$ cat src/vram_refresh_pkg.sv
package vram_refresh_pkg;

    // Array geometry
    localparam int ROW_COUNT = 512;
    localparam int ROW_WIDTH = 9;

    // Refresh period in microseconds and clock rate
    localparam int REFRESH_PERIOD_US = 8000;
    localparam int CLK_MHZ = 125;
    // Longest time rounds down: interval between row refreshes
    localparam int REFRESH_PERIOD_CYC = REFRESH_PERIOD_US * CLK_MHZ;
    localparam int ROW_INTERVAL_CYC = REFRESH_PERIOD_CYC / ROW_COUNT;

    // Strobe phase minimums in ns, rounded up to cycles
    localparam int CLK_NS = 8;
    localparam int SETUP_NS = 10;
    localparam int RAS_PULSE_NS = 100;
    localparam int RAS_PRECHARGE_NS = 70;
    localparam int SETUP_CYC = (SETUP_NS + CLK_NS - 1) / CLK_NS;
    localparam int RAS_PULSE_CYC = (RAS_PULSE_NS + CLK_NS - 1) / CLK_NS;
    localparam int RAS_PRECHARGE_CYC = (RAS_PRECHARGE_NS + CLK_NS - 1) / CLK_NS;

    // Address bit positions of the boundary code
    localparam int BOUNDARY_LSB = 2;
    localparam int BOUNDARY_WIDTH = 5;

    // Refresh flavours the user may request
    typedef enum logic [1:0] {
        MODE_ROW_ONLY = 2'h0,
        MODE_PLAIN_COUNTER = 2'h1,
        MODE_CLEARING_COUNTER = 2'h2,
        MODE_BOUNDARY_SETTING = 2'h3
    } refresh_mode_t;

    // Strobe pins toward the memory, all active low except function select
    typedef struct packed {
        logic row_strobe_n;
        logic column_strobe_n;
        logic transfer_or_output_enable_n;
        logic upper_byte_write_n;
        logic lower_byte_write_n;
        logic function_select;
    } strobe_pins_t;

    localparam strobe_pins_t PINS_IDLE = 6'h3E;

endpackage : vram_refresh_pkg

$ cat src/phase_timer.sv
`timescale 1ns/100ps
// Down-counter that holds a strobe phase for a programmed number of cycles
module phase_timer #(
    parameter int WIDTH = 8
) (
    input wire logic clk,
    input wire logic arst_n,
    input wire logic load,
    input wire logic [WIDTH-1:0] count,
    output logic done
);
    // Remaining cycles of the current phase
    logic [WIDTH-1:0] left_ff;

    // Reload on request, otherwise count down to zero
    always_ff @(posedge clk or negedge arst_n)
    begin
        if (!arst_n)
            left_ff <= '0;
        else if (load)
            left_ff <= count;
        else if (left_ff != '0)
            left_ff <= left_ff - WIDTH'(1);
    end

    // Done looks at the count alone: the sequencer derives load from done, so a load term would close a loop
    assign done = (left_ff == '0);
endmodule : phase_timer

$ cat src/vram_refresh_ctrl.sv
`timescale 1ns/100ps
// How it works
// Refresh all 512 rows every 8 ms
// User traffic row strobes count as refresh
// Row-only: present row, column strobe high
// Row-only: output enable high at fall
// Column-before-row uses device counter, no address
// Counter refresh: device floats outputs
// Hidden refresh: re-pulse row strobe after read
// Serial buffer needs no refresh
// Plain counter refresh: write high, select high
// Clearing refresh: writes high, select low
// Boundary refresh: write low, select high
// Device counter advances and wraps
module vram_refresh_ctrl #(
    parameter int ROW_INTERVAL = vram_refresh_pkg::ROW_INTERVAL_CYC
) (
    input wire logic clk,
    input wire logic arst_n,
    input wire logic refresh_enable,
    input wire vram_refresh_pkg::refresh_mode_t refresh_mode,
    input wire logic [vram_refresh_pkg::BOUNDARY_WIDTH-1:0] boundary_code,
    input wire logic traffic_refresh,
    input wire logic hidden_request,
    output logic bus_grant,
    output logic refresh_busy,
    output vram_refresh_pkg::strobe_pins_t pins,
    output logic [vram_refresh_pkg::ROW_WIDTH-1:0] address,
    output logic [vram_refresh_pkg::ROW_WIDTH-1:0] row_pointer,
    output logic overdue
);
    localparam int TW = 8;
    localparam int IW = $clog2(ROW_INTERVAL + 1);

    // Sequence states, Gray coded along the usual path
    typedef enum logic [2:0] {
        ST_IDLE = 3'h0,
        ST_SETUP = 3'h1,
        ST_PULSE = 3'h3,
        ST_PRECHARGE = 3'h2,
        ST_HIDDEN_HIGH = 3'h6
    } state_t;

    state_t state_ff;
    state_t nxt_state;
    // Cycles until the next row is due
    logic [IW-1:0] interval_ff;
    // Refresh owed to the array
    logic pending_ff;
    logic overdue_ff;
    logic hidden_ff;
    vram_refresh_pkg::strobe_pins_t pins_ff;
    vram_refresh_pkg::strobe_pins_t nxt_pins;
    logic [vram_refresh_pkg::ROW_WIDTH-1:0] row_ff;
    logic [vram_refresh_pkg::ROW_WIDTH-1:0] addr_ff;
    logic [vram_refresh_pkg::ROW_WIDTH-1:0] nxt_addr;
    logic timer_load;
    logic [TW-1:0] timer_count;
    logic timer_done;

    // Wrapping increment used by the row mirror row_ff
    function automatic logic [vram_refresh_pkg::ROW_WIDTH-1:0] next_row(
        input logic [vram_refresh_pkg::ROW_WIDTH-1:0] r);
        next_row = (r == vram_refresh_pkg::ROW_WIDTH'(vram_refresh_pkg::ROW_COUNT - 1))
            ? '0 : r + vram_refresh_pkg::ROW_WIDTH'(1);
    endfunction : next_row

    phase_timer #(.WIDTH(TW)) u_timer (
        .clk(clk),
        .arst_n(arst_n),
        .load(timer_load),
        .count(timer_count),
        .done(timer_done)
    );

    wire tick = (interval_ff == '0);
    // Live mode, so the column strobe and the pin code of one cycle always agree
    wire is_counter = (refresh_mode != vram_refresh_pkg::MODE_ROW_ONLY);
    wire start = (state_ff == ST_IDLE) && refresh_enable && pending_ff;
    // The user may start a hidden refresh only while holding a read open
    wire hidden_start = (state_ff == ST_IDLE) && refresh_enable && hidden_request;

    // row pacing
    // One row falls due every interval; a second due while one is pending is late
    always_ff @(posedge clk or negedge arst_n)
    begin
        if (!arst_n)
            interval_ff <= '0;
        else if (tick)
            interval_ff <= IW'(ROW_INTERVAL - 1);
        else
            interval_ff <= interval_ff - IW'(1);
    end

    // traffic credit
    // A user row cycle stands in for the owed refresh; a new tick wins over credit
    always_ff @(posedge clk or negedge arst_n)
    begin
        if (!arst_n)
        begin
            pending_ff <= 1'b0;
            overdue_ff <= 1'b0;
        end
        else
        begin
            if (tick)
                pending_ff <= 1'b1;
            else if (traffic_refresh || (state_ff == ST_PRECHARGE && timer_done))
                pending_ff <= 1'b0;
            if (tick && pending_ff)
                overdue_ff <= 1'b1;
            else if (!refresh_enable)
                overdue_ff <= 1'b0;
        end
    end

    // Phase sequencing of the strobes
    always_comb
    begin
        nxt_state = state_ff;
        nxt_pins = pins_ff;
        nxt_addr = addr_ff;
        timer_load = 1'b0;
        timer_count = '0;
        case (state_ff)
            ST_IDLE:
            begin
                if (hidden_start)
                begin
                    // hidden refresh
                    // Keep column strobe and output enable low, lift row strobe
                    nxt_pins.row_strobe_n = 1'b1;
                    nxt_pins.column_strobe_n = 1'b0;
                    nxt_pins.transfer_or_output_enable_n = 1'b0;
                    // Plain counter code, so a hidden refresh changes no mode state
                    nxt_pins.upper_byte_write_n = 1'b1;
                    nxt_pins.lower_byte_write_n = 1'b1;
                    nxt_pins.function_select = 1'b1;
                    timer_load = 1'b1;
                    timer_count = TW'(vram_refresh_pkg::RAS_PRECHARGE_CYC);
                    nxt_state = ST_HIDDEN_HIGH;
                end
                else if (start)
                begin
                    nxt_pins = vram_refresh_pkg::PINS_IDLE;
                    if (is_counter)
                    begin
                        // counter refresh
                        // Column strobe leads, no address needed
                        nxt_pins.column_strobe_n = 1'b0;
                    end
                    else
                    begin
                        // row-only refresh
                        nxt_addr = row_ff;
                    end
                    // plain counter refresh
                    // clearing refresh
                    // boundary refresh
                    nxt_pins.function_select = (refresh_mode != vram_refresh_pkg::MODE_CLEARING_COUNTER);
                    nxt_pins.upper_byte_write_n = (refresh_mode != vram_refresh_pkg::MODE_BOUNDARY_SETTING);
                    nxt_pins.lower_byte_write_n = (refresh_mode != vram_refresh_pkg::MODE_BOUNDARY_SETTING);
                    if (refresh_mode == vram_refresh_pkg::MODE_BOUNDARY_SETTING)
                        nxt_addr = {2'h0, boundary_code, 2'h0};
                    timer_load = 1'b1;
                    timer_count = TW'(vram_refresh_pkg::SETUP_CYC);
                    nxt_state = ST_SETUP;
                end
            end
            ST_SETUP, ST_HIDDEN_HIGH:
            begin
                if (timer_done)
                begin
                    // output enable high
                    // Row-only cycles keep output enable high at the fall
                    nxt_pins.row_strobe_n = 1'b0;
                    timer_load = 1'b1;
                    timer_count = TW'(vram_refresh_pkg::RAS_PULSE_CYC);
                    nxt_state = ST_PULSE;
                end
            end
            ST_PULSE:
            begin
                if (timer_done)
                begin
                    nxt_pins = vram_refresh_pkg::PINS_IDLE;
                    timer_load = 1'b1;
                    timer_count = TW'(vram_refresh_pkg::RAS_PRECHARGE_CYC);
                    nxt_state = ST_PRECHARGE;
                end
            end
            ST_PRECHARGE:
            begin
                if (timer_done)
                    nxt_state = ST_IDLE;
            end
            default:
            begin
                nxt_pins = vram_refresh_pkg::PINS_IDLE;
                nxt_state = ST_IDLE;
            end
        endcase
    end

    // State, pins and address registers
    always_ff @(posedge clk or negedge arst_n)
    begin
        if (!arst_n)
        begin
            state_ff <= ST_IDLE;
            pins_ff <= vram_refresh_pkg::PINS_IDLE;
            addr_ff <= '0;
        end
        else
        begin
            state_ff <= nxt_state;
            pins_ff <= nxt_pins;
            addr_ff <= nxt_addr;
        end
    end

    // Whether the cycle in flight is a hidden one
    always_ff @(posedge clk or negedge arst_n)
    begin
        if (!arst_n)
            hidden_ff <= 1'b0;
        else if (state_ff == ST_IDLE)
            hidden_ff <= hidden_start;
    end

    // counter mirror
    // Row-only rows and the device counter advance in step; the mirror is a guess
    always_ff @(posedge clk or negedge arst_n)
    begin
        if (!arst_n)
            row_ff <= '0;
        else if (state_ff == ST_PULSE && timer_done)
            row_ff <= next_row(row_ff);
    end

    // outputs float
    // Bus is granted back only when idle; during counter cycles device data floats
    assign bus_grant = (state_ff == ST_IDLE) && !hidden_start && !start;
    // serial buffer
    // No refresh is ever scheduled for the serial buffer
    assign refresh_busy = (state_ff != ST_IDLE) || hidden_ff;
    assign pins = pins_ff;
    assign address = addr_ff;
    assign row_pointer = row_ff;
    assign overdue = overdue_ff;
endmodule : vram_refresh_ctrl

$ cat config.mk
export PLATFORM = sky130hd
export DESIGN_NAME = vram_refresh_ctrl
export DESIGN_NICKNAME = d
export VERILOG_FILES = /design/src/vram_refresh_pkg.sv /design/src/phase_timer.sv /design/src/vram_refresh_ctrl.sv
export SDC_FILE = /design/constraint.sdc
export NUM_CORES = 1
export LEC_CHECK = 0
export CAP_MARGIN = 15
export CORE_ASPECT_RATIO = 1.5
export CORE_MARGIN = 5
export CORE_UTILIZATION = 60
export CTS_CLUSTER_DIAMETER = 200
export DETAILED_ROUTE_END_ITERATION = 8
export DONT_BUFFER_PORTS = 1
export MAX_ROUTING_LAYER = met4
export PLACE_DENSITY = 0.73
export REMOVE_ABC_BUFFERS = 1
export SLEW_MARGIN = 15
export SYNTH_ARGS = -nofsm -noshare
export SYNTH_HDL_FRONTEND = slang
export SYNTH_HIERARCHICAL = 1
export SYNTH_SLANG_ARGS = --single-unit
$ cat constraint.sdc
create_clock -name clk -period 4.95 [get_ports clk]
set_input_delay 0.7425 -clock clk [delete_from_list [all_inputs] [get_ports clk]]
set_output_delay 0.7425 -clock clk [all_outputs]
set_load 0.02 [all_outputs]
# Yosys cells after proc, flatten, opt, wreduce, memory -nomap -nowiden

Cells that the tools add are included.
W data, S select, Z words.

Register bits after elaboration: 49
Input port bits: 12
Output and inout bits: 27

Add/sub/neg operators: 3
Equality and inequality tests: 14
Muxes and demuxes: 32
Bitwise operators: 3
Reduce and logical (&&, ||, !) cells: 27

Operators by type and width:

| kind                    | count |
|---|---|
| $mux W9                 | 3 |
| $pmux W8 S3             | 1 |
| $mux W6                 | 3 |
| $mux W8                 | 2 |
| $mux W3                 | 5 |
| $pmux W5 S3             | 1 |
| $mux W4                 | 3 |
| $pmux W3 S4             | 1 |
| $reduce_and A4 Y1       | 3 |
| $logic_not A11 Y1       | 1 |
| $mux W11                | 1 |
| $sub A11 B1 Y11 const B | 1 |
| $ne A2 B2 Y1 const B    | 5 |
| $add A9 B1 Y9 const B   | 1 |
| $eq A9 B9 Y1 const B    | 1 |
| $mux W1                 | 9 |
| $logic_and A1 B1 Y1     | 8 |
| $logic_not A8 Y1        | 1 |
| $reduce_bool A8 Y1      | 1 |
| $sub A8 B1 Y8 const B   | 1 |
| $eq A3 B2 Y1 const B    | 2 |
| $reduce_bool A2 Y1      | 3 |
| $reduce_or A3 Y1        | 2 |
| $ne A2 B1 Y1 const B    | 2 |
| other kinds (14)        | 18 |

# Logic depth before layout (Yosys ltp)

Gate-level depths: netlist of run 1.

Depth after elaboration: 7
Mapped depth: 11
Depth with buffers taken out: 10

# Modules after synthesis

The synthesis of run 1 kept the hierarchy.

Modules (own cells, without submodules):

| module            | instances | cells an instance | area an instance (um^2) | sequential area each (um^2) |
|---|---|---|---|---|
| vram_refresh_ctrl | 1         | 218               | 2179.6                  | 1006.0 |
| phase_timer       | 1         | 54                | 476.7                   | 200.2 |

# Worst setup path before layout of run 1

Ideal clock, no wire load.

Path type: flip-flop to flip-flop
Start: register u_timer.left_ff[0]
End: register u_timer.left_ff[4]
Library setup time: 0.079 ns
Arrival: 2.464 ns
Setup slack: 2.406 ns
Cell stages (with the launch flop): 12
Cell sequence: dfrtp_1 inv_1 ha_1 or3b_1 clkbuf_2 nor2_1 nand2_1 o221ai_1 o21bai_1 dlygate4sd1_1 a21oi_1 a2bb2oi_1

Cells in the longest elaborated chain, start to end: 4
Elaborated cells between the ends (all ways): 8

Ends and longest elaborated chain:

| what                                                 | RTL line                                           | text |
|---|---|---|
| from (decl)                                          | phase_timer.sv:13                                  | `logic [WIDTH-1:0] left_ff;` |
| from (signal assigned)                               | phase_timer.sv:21                                  | `left_ff <= count;` |
| from (signal assigned)                               | phase_timer.sv:23                                  | `left_ff <= left_ff - WIDTH'(1);` |
| $logic_not A8 Y1 (*)                                 | phase_timer.sv:27                                  | `assign done = (left_ff == '0);` |
| net timer_done                                       | vram_refresh_ctrl.sv:59                            | `logic timer_done;` |
| $mux W1 (*)                                          | vram_refresh_ctrl.sv:172, vram_refresh_ctrl.sv:184 |  |
| $pmux W1 S2 (*)                                      | vram_refresh_ctrl.sv:125                           | `case (state_ff)` |
| net timer_load                                       | vram_refresh_ctrl.sv:57                            | `logic timer_load;` |
| $mux W8 / $reduce_bool A2 Y1 (equally long branches) | -                                                  |  |

Mark *: on every way through the listed nets, which the timed path passes. The rest lies on a longest branch. The select of a mux whose other input is x is not followed.
A chain may end at the register's enable or synchronous reset.

# Worst setup path after layout of run 1

Start: register u_timer.left_ff[0]
End: register u_timer.left_ff[5]

The elaborated chain is that of the path after synthesis.

==> results.sh, run 1 <==
export IMPL_outcome="completed"
export IMPL_cap_violations=0
export IMPL_cp_start_kind="register"
export IMPL_cts_hold_buf=0
export IMPL_slew_violations=0
export IMPL_max_freq_mhz=329
export IMPL_async_flop_share=1.00
export IMPL_critPathCaptureType="register"
export IMPL_place_area_um2=2660
export IMPL_rsz0062_at_grt="no"
export IMPL_vias=1998
export IMPL_path_cells="inv_1 > ha_1 > or3b_1 > nor2_1 > nand2_1 > o221ai_1 > o21bai_1 > inv_1 > a221oi_1"
export IMPL_clock_skew_ns=0.0115
export IMPL_yosysSeqAreaShare=0.454
export IMPL_ys_flop_type="dfrtp_1"
export IMPL_p_leak_uw=0.00114
export IMPL_cts_setup_buffers=0
export IMPL_cp_depth=9
export IMPL_fill_cells=360
export IMPL_chipWidth_um=64.3
export IMPL_grt_pass1_wl_mm=9.45
export IMPL_setup_violations=0
export IMPL_drive_gt1_frac=0.125
export IMPL_dieArea_um2=5890
export IMPL_powerDensity_nw_per_um2=392
export IMPL_timing_rr_start="u_timer/left_ff[0]"
export IMPL_setup_ws_ns=1.91
export IMPL_cp_slowest_cell="or3b_1"
export IMPL_dp_hpwl_mm=4.03
export IMPL_tns_ns=0
export IMPL_hold_ws_ns=0.118
export IMPL_clkLatencyLatePin_ns=0.31
export IMPL_postRouteAntennaNets=0
export IMPL_worst_ep_required_time_ns=5.14
export IMPL_cp_max_fo=13
export IMPL_path_clk_slew_ns=0.09
export IMPL_dp_worst_setup_slack_ns=1.93
export IMPL_r2r_cells=9
export IMPL_gp_congestion=0.851
export IMPL_cp_top_family="compound AO/OA/AOI/OAI gates"
export IMPL_layout_commonest_cell="dfrtp_1"
export IMPL_ys_warn_count=6
export IMPL_syn_inst=272
export IMPL_ctsLongestPathBuffers=2
export IMPL_synthDistinctLibCells=55
export IMPL_grt_usage=0.204
export IMPL_ir_drop_mv=0.347
export IMPL_routed_wl_mm=5.43
export IMPL_io_buffers=0
export IMPL_r2r_end="u_timer/left_ff[5]"
export IMPL_grt_antenna_before_repair=0
export IMPL_die_height_um=91.5
export IMPL_grt_pass1_vias=1946
export IMPL_root_buffer="clkbuf_8"
export IMPL_finalHoldViolCount=0
export IMPL_cts_buffers=5
export IMPL_drtPass1Iterations=5
export IMPL_hp_class="input pin to asynchronous set/reset pin"
export IMPL_synth_edf_count=0
export IMPL_stdcell_area_um2=2780
export IMPL_fin_nets=290
export IMPL_path_common_cell="inv_1"
export IMPL_layout_min_cycle_time_ns=3.04
export IMPL_area_growth_synth_to_final_pct=4.80
export IMPL_max_slew_margin=0.488
export IMPL_grt_max_degree=49
export IMPL_cts_tree="done"
export IMPL_vias_per_cell=6.30
export IMPL_syn_cell_area_um2=2660
export IMPL_max_stage_delay_ns=0.46
export IMPL_crit_type="register to register"
export IMPL_worst_pin_slew_ns=0.761
export IMPL_post_route_util=0.656
export IMPL_ys_ff_latch=48
export IMPL_cts_sinks=48
export IMPL_initialDrtViolationCount=88
export IMPL_wl_per_cell_um=17.1
export IMPL_num_rows=29
export IMPL_num_io_pins=39
export IMPL_diodes=0
export IMPL_drc=0
export IMPL_core_area_um2=4250
export IMPL_start_util=0.626
export IMPL_arrival_ns=3.23
export IMPL_cts_max_level=2
export IMPL_syn_avg_cell_area_um2=9.77
export IMPL_final_cell_mix="44 x dfrtp_1, 19 x nand2_1, 19 x nor2_1"
export IMPL_regToRegSetupSlack_ns=1.91
export IMPL_overflow=0
export IMPL_crit_buf_inv=2
export IMPL_cts_resized_gates=0
export IMPL_finalCritPeriodShare=0.614
==> cells by family (layout without fill, tap and decap cells) <==
| group | after synthesis | after routing | share of synthesized area |
|---|---|---|---|
| other | 1 | 4 | 0.00141 |
| AOI/OAI and AO/OA | 69 | 69 | 0.177 |
| and+or+nand+nor | 99 | 99 | 0.204 |
| adders and majority gates | 8 | 8 | 0.0377 |
| muxes | 17 | 17 | 0.0716 |
| buffers and inverters | 27 | 23 | 0.0447 |
| xor gates and xnor gates | 3 | 3 | 0.00989 |
| DFF | 48 | 48 | 0.454 |
==> per-stage QoR <==
stage	instances	total power (µW)
after floorplan	263	741
after global placement	309	801
after detailed placement	309	804
after CTS	317	1110
after global routing	317	1170
final	317	1090
==> flip-flops by register name, indices dropped and copies added (netlist names) <==
| signal | cells |
|---|---|
| address | 9 |
| hidden_ff | 1 |
| interval_ff | 11 |
| overdue | 1 |
| pending_ff | 1 |
| pins | 5 |
| row_pointer | 9 |
| state_ff | 3 |
| u_timer/left_ff | 8 |
==> cells in the mapped netlist, types with 7 or more instances <==
library cell	number	share of area
dfrtp_1	44	0.41
nand2_1	19	0.027
nor2_1	19	0.027
o21ai_0	18	0.034
mux2_2	16	0.068
inv_1	15	0.021
nor3_1	12	0.023
a21oi_1	9	0.017
nand3_1	9	0.017
o31ai_1	9	0.025
clkbuf_1	8	0.011
ha_1	8	0.038
nand2b_1	7	0.016
==> final cells by class <==
cell class,count,area (µm²),share of cell area
Inverter,15,56.3,0.0202
Clock inverter,2,38.8,0.0139
Tap cell,46,57.6,0.0207
Sequential cell,48,1210,0.433
Multi-Input combinational cell,200,1340,0.482
Clock buffer,6,82.6,0.0297
==> metal layers <==
metal  wire (µm)  GRT usage  up-vias
met1        2220      0.238      945
met4          53     0.0628        0
li1            -          -      997
met3         266     0.0420        6
met2        2890      0.348       50
met5           0          -        -
==> report_power, final <==
| part | total [µW] | internal, µW | leakage, µW | switching (µW) |
|---|---|---|---|---|
| logic | 219 | 106 | 0.000476 | 114 |
| registers | 578 | 463 | 0.000601 | 114 |
| clock network | 295 | 165 | 0.0000614 | 130 |
| total | 1090 | 735 | 0.00114 | 357 |
==> worst max path at each step <==
stage / start / endpoint / slack, ns
floorplan: u_timer/left_ff[0] / u_timer/left_ff[6] / 2.33
global placement: u_timer/left_ff[0] / u_timer/left_ff[6] / 2.06
detailed placement: u_timer/left_ff[0] / u_timer/left_ff[5] / 1.93
CTS: u_timer/left_ff[0] / u_timer/left_ff[5] / 1.90
global route: u_timer/left_ff[0] / u_timer/left_ff[5] / 1.59
finish: u_timer/left_ff[0] / u_timer/left_ff[5] / 1.91
Power figures use the tool's default switching activity.
==> inputs of run 2 (changes only) <==
--- a/config.mk
+++ b/config.mk
@@ -5,6 +5,7 @@
 export SDC_FILE = /design/constraint.sdc
 export NUM_CORES = 1
 export LEC_CHECK = 0
+export ABC_AREA = 1
 export CAP_MARGIN = 15
 export CORE_ASPECT_RATIO = 1.5
 export CORE_MARGIN = 5
==> constraint.sdc (replaced) <==
create_clock -name clk -period 2.8 [get_ports clk]
set_input_delay 0.42 -clock clk [delete_from_list [all_inputs] [get_ports clk]]
set_output_delay 0.42 -clock clk [all_outputs]
set_load 0.02 [all_outputs]
==> results.sh, run 2 <==
export IMPL_cts_resized_gates=0
export IMPL_syn_avg_cell_area_um2=7.36
export IMPL_clkLatencyLatePin_ns=0.30
export IMPL_grt_usage=0.212
export IMPL_finalCritPeriodShare=0.738
export IMPL_critPathCaptureType="register"
export IMPL_arrival_ns=2.26
export IMPL_clock_skew_ns=0.00503
export IMPL_tns_ns=0
export IMPL_netlist_top_cells_area="dfrtp_1 41%, nand2_1 17%, inv_1 7.2%, nand3_1 5.0%, nor2_1 4.4%"
export IMPL_grt_max_degree=49
export IMPL_switchingPower_uw=884
export IMPL_slew_violations=0
export IMPL_drive_gt1_frac=0.103
export IMPL_ir_drop_mv=0.317
export IMPL_path_clk_slew_ns=0.09
export IMPL_drtPass1Iterations=4
export IMPL_io_buffers=0
export IMPL_min_delay_start="traffic_refresh"
export IMPL_hp_class="input pin to register"
export IMPL_dp_worst_setup_slack_ns=0.765
export IMPL_ys_ff_latch=48
export IMPL_num_io_pins=39
export IMPL_cts_max_level=2
export IMPL_setup_violations=0
export IMPL_finalHoldViolCount=0
export IMPL_overflow=0
export IMPL_synth_common_cells="122 x nand2_1, 52 x inv_1, 44 x dfrtp_1, 32 x nor2_1, 27 x nand3_1"
export IMPL_hold_ws_ns=0.206
export IMPL_yosysSeqAreaShare=0.445
export IMPL_outcome="completed"
export IMPL_dieArea_um2=5990
export IMPL_ys_warn_count=6
export IMPL_diodes=0
export IMPL_initialDrtViolationCount=149
export IMPL_core_area_um2=4470
export IMPL_clock_power_share=0.240
export IMPL_final_cell_mix="122 x nand2_1, 52 x inv_1, 44 x dfrtp_1"
export IMPL_ys_flop_type="dfrtp_1"
export IMPL_vias=2233
export IMPL_root_buffer="clkbuf_8"
export IMPL_r2r_cells=9
export IMPL_ctsLongestPathBuffers=2
export IMPL_worst_pin_slew_ns=0.582
export IMPL_hold_path_depth=1
export IMPL_crit_start="u_timer/left_ff[0]"
export IMPL_start_util=0.607
export IMPL_worst_ep_required_time_ns=3.00
export IMPL_cts_tree="done"
export IMPL_r2r_end="row_pointer[4]"
export IMPL_routed_wl_mm=5.40
export IMPL_layout_min_cycle_time_ns=2.07
export IMPL_dp_hpwl_mm=4.06
export IMPL_min_to="pending_ff"
export IMPL_regToRegSetupSlack_ns=0.73
export IMPL_wl_per_cell_um=12.7
export IMPL_grt_antenna_before_repair=0
export IMPL_path_cells="inv_1 > ha_1 > nand2_2 > nor2_4 > nand2_1 > nor2_2 > nand3_1 > o21ai_0 > nor2_1"
export IMPL_synthDistinctLibCells=32
export IMPL_chipWidth_um=64.9
export IMPL_synth_top_cell_area_share=0.406
export IMPL_post_route_util=0.654
export IMPL_cp_start_kind="register"
export IMPL_die_height_um=92.3
export IMPL_max_slew_margin=0.609
export IMPL_grt_pass1_vias=2230
export IMPL_intPower_uw=1410
export IMPL_vias_per_cell=5.25
export IMPL_p_leak_uw=0.00157
export IMPL_synth_edf_count=0
export IMPL_layout_commonest_cell="nand2_1"
export IMPL_max_freq_mhz=484
export IMPL_regMostFlops="interval_ff"
export IMPL_syn_inst=368
export IMPL_yosys_cell_count_top_type="nand2_1"
export IMPL_yosys_area_top_type="dfrtp_1"
export IMPL_async_flop_share=1.00
export IMPL_sequentialPowerShare=0.446
export IMPL_rsz0062_at_grt="no"
export IMPL_cp_slowest_cell="nor2_2"
export IMPL_max_stage_delay_ns=0.40
export IMPL_postRouteAntennaNets=0
export IMPL_setup_ws_ns=0.735
export IMPL_switching_share=0.386
export IMPL_cap_violations=0
export IMPL_timing_rr_start="u_timer/left_ff[0]"
export IMPL_num_rows=30
export IMPL_combPwrFrac=0.313
export IMPL_cts_sinks=48
export IMPL_grt_pass1_wl_mm=9.81
export IMPL_fin_nets=396
export IMPL_cts_buffers=5
export IMPL_largest_register_ffs=11
export IMPL_gp_congestion=0.853
export IMPL_drc=0
export IMPL_cp_max_fo=12
export IMPL_cts_setup_buffers=0
export IMPL_fill_cells=391
export IMPL_crit_type="register to register"
export IMPL_syn_cell_area_um2=2710
export IMPL_powerDensity_nw_per_um2=785
export IMPL_area_growth_synth_to_final_pct=7.80
[run 2: critical path, delay by kind of cell, from the launching register on]
| family | cells | cell delay [ns] |
|---|---|---|
| AND/OR/NAND/NOR | 6 | 1.04 |
| flip-flops | 1 | 0.38 |
| adder cells (fa/ha/maj) | 1 | 0.27 |
| AO/OA/AOI/OAI | 1 | 0.16 |
| buffers and inverters | 1 | 0.10 |
[run 2: power by group through the flow]
| stage | Sequential [µW] | Clock, µW | Combinational [µW] |
|---|---|---|---|
| floorplan | 1010 | 0 | 591 |
| detailed placement | 1040 | 0 | 706 |
| global placement | 1040 | 0 | 691 |
| finish | 1020 | 551 | 719 |
| CTS | 1020 | 566 | 728 |
| global route | 1050 | 595 | 835 |
[run 2: cells by family after synthesis]
family	synth area share
xor+xnor	0.00970
other cells	0.00138
simple gates	0.345
compound gates	0.0757
fa+ha+maj	0.0369
flops	0.445
buf+inv	0.0863
[run 2: cell type report]
type	count	area, µm²	area share
inverter	56	210	0.0719
multi-input combinational	263	1280	0.439
clock inverter	1	30.0	0.0103
sequential	48	1210	0.413
tap	48	60.1	0.0206
clock buffer	7	96.3	0.0330
timing repair buffer	2	37.5	0.0128
[run 2: how the worst max path moves through the flow]
stage	endpoint	slack (ns)
2_1_floorplan	row_pointer[4]	1.00
3_3_place_gp	row_pointer[4]	0.83
3_5_place_dp	row_pointer[4]	0.77
4_1_cts	row_pointer[4]	0.73
5_1_grt	row_pointer[4]	0.39
6_report	row_pointer[4]	0.73
[run 2: layer usage]
| metal | wire length, µm | GRT usage |
|---|---|---|
| met1 | 2330 | 0.242 |
| met2 | 2760 | 0.366 |
| met3 | 239 | 0.0522 |
| met4 | 71 | 0.0617 |
| met5 | 0 | - |
[run 2: through the flow]
| stage | instances | power, µW | area, µm² |
|---|---|---|---|
| 6_report | 425 | 2290 | 2920 |
| 5_1_grt | 425 | 2470 | 2920 |
| 4_1_cts | 425 | 2320 | 2920 |
| 3_5_place_dp | 415 | 1740 | 2760 |
| 3_3_place_gp | 415 | 1730 | 2760 |
| 2_1_floorplan | 367 | 1600 | 2700 |
[run 2: what timing repair did]
| action | in CTS | in global routing |
|---|---|---|
| setup endpoints to repair | 0 | 0 |
| hold endpoints to repair | 48 | 0 |
| hold buffers | 2 | 0 |
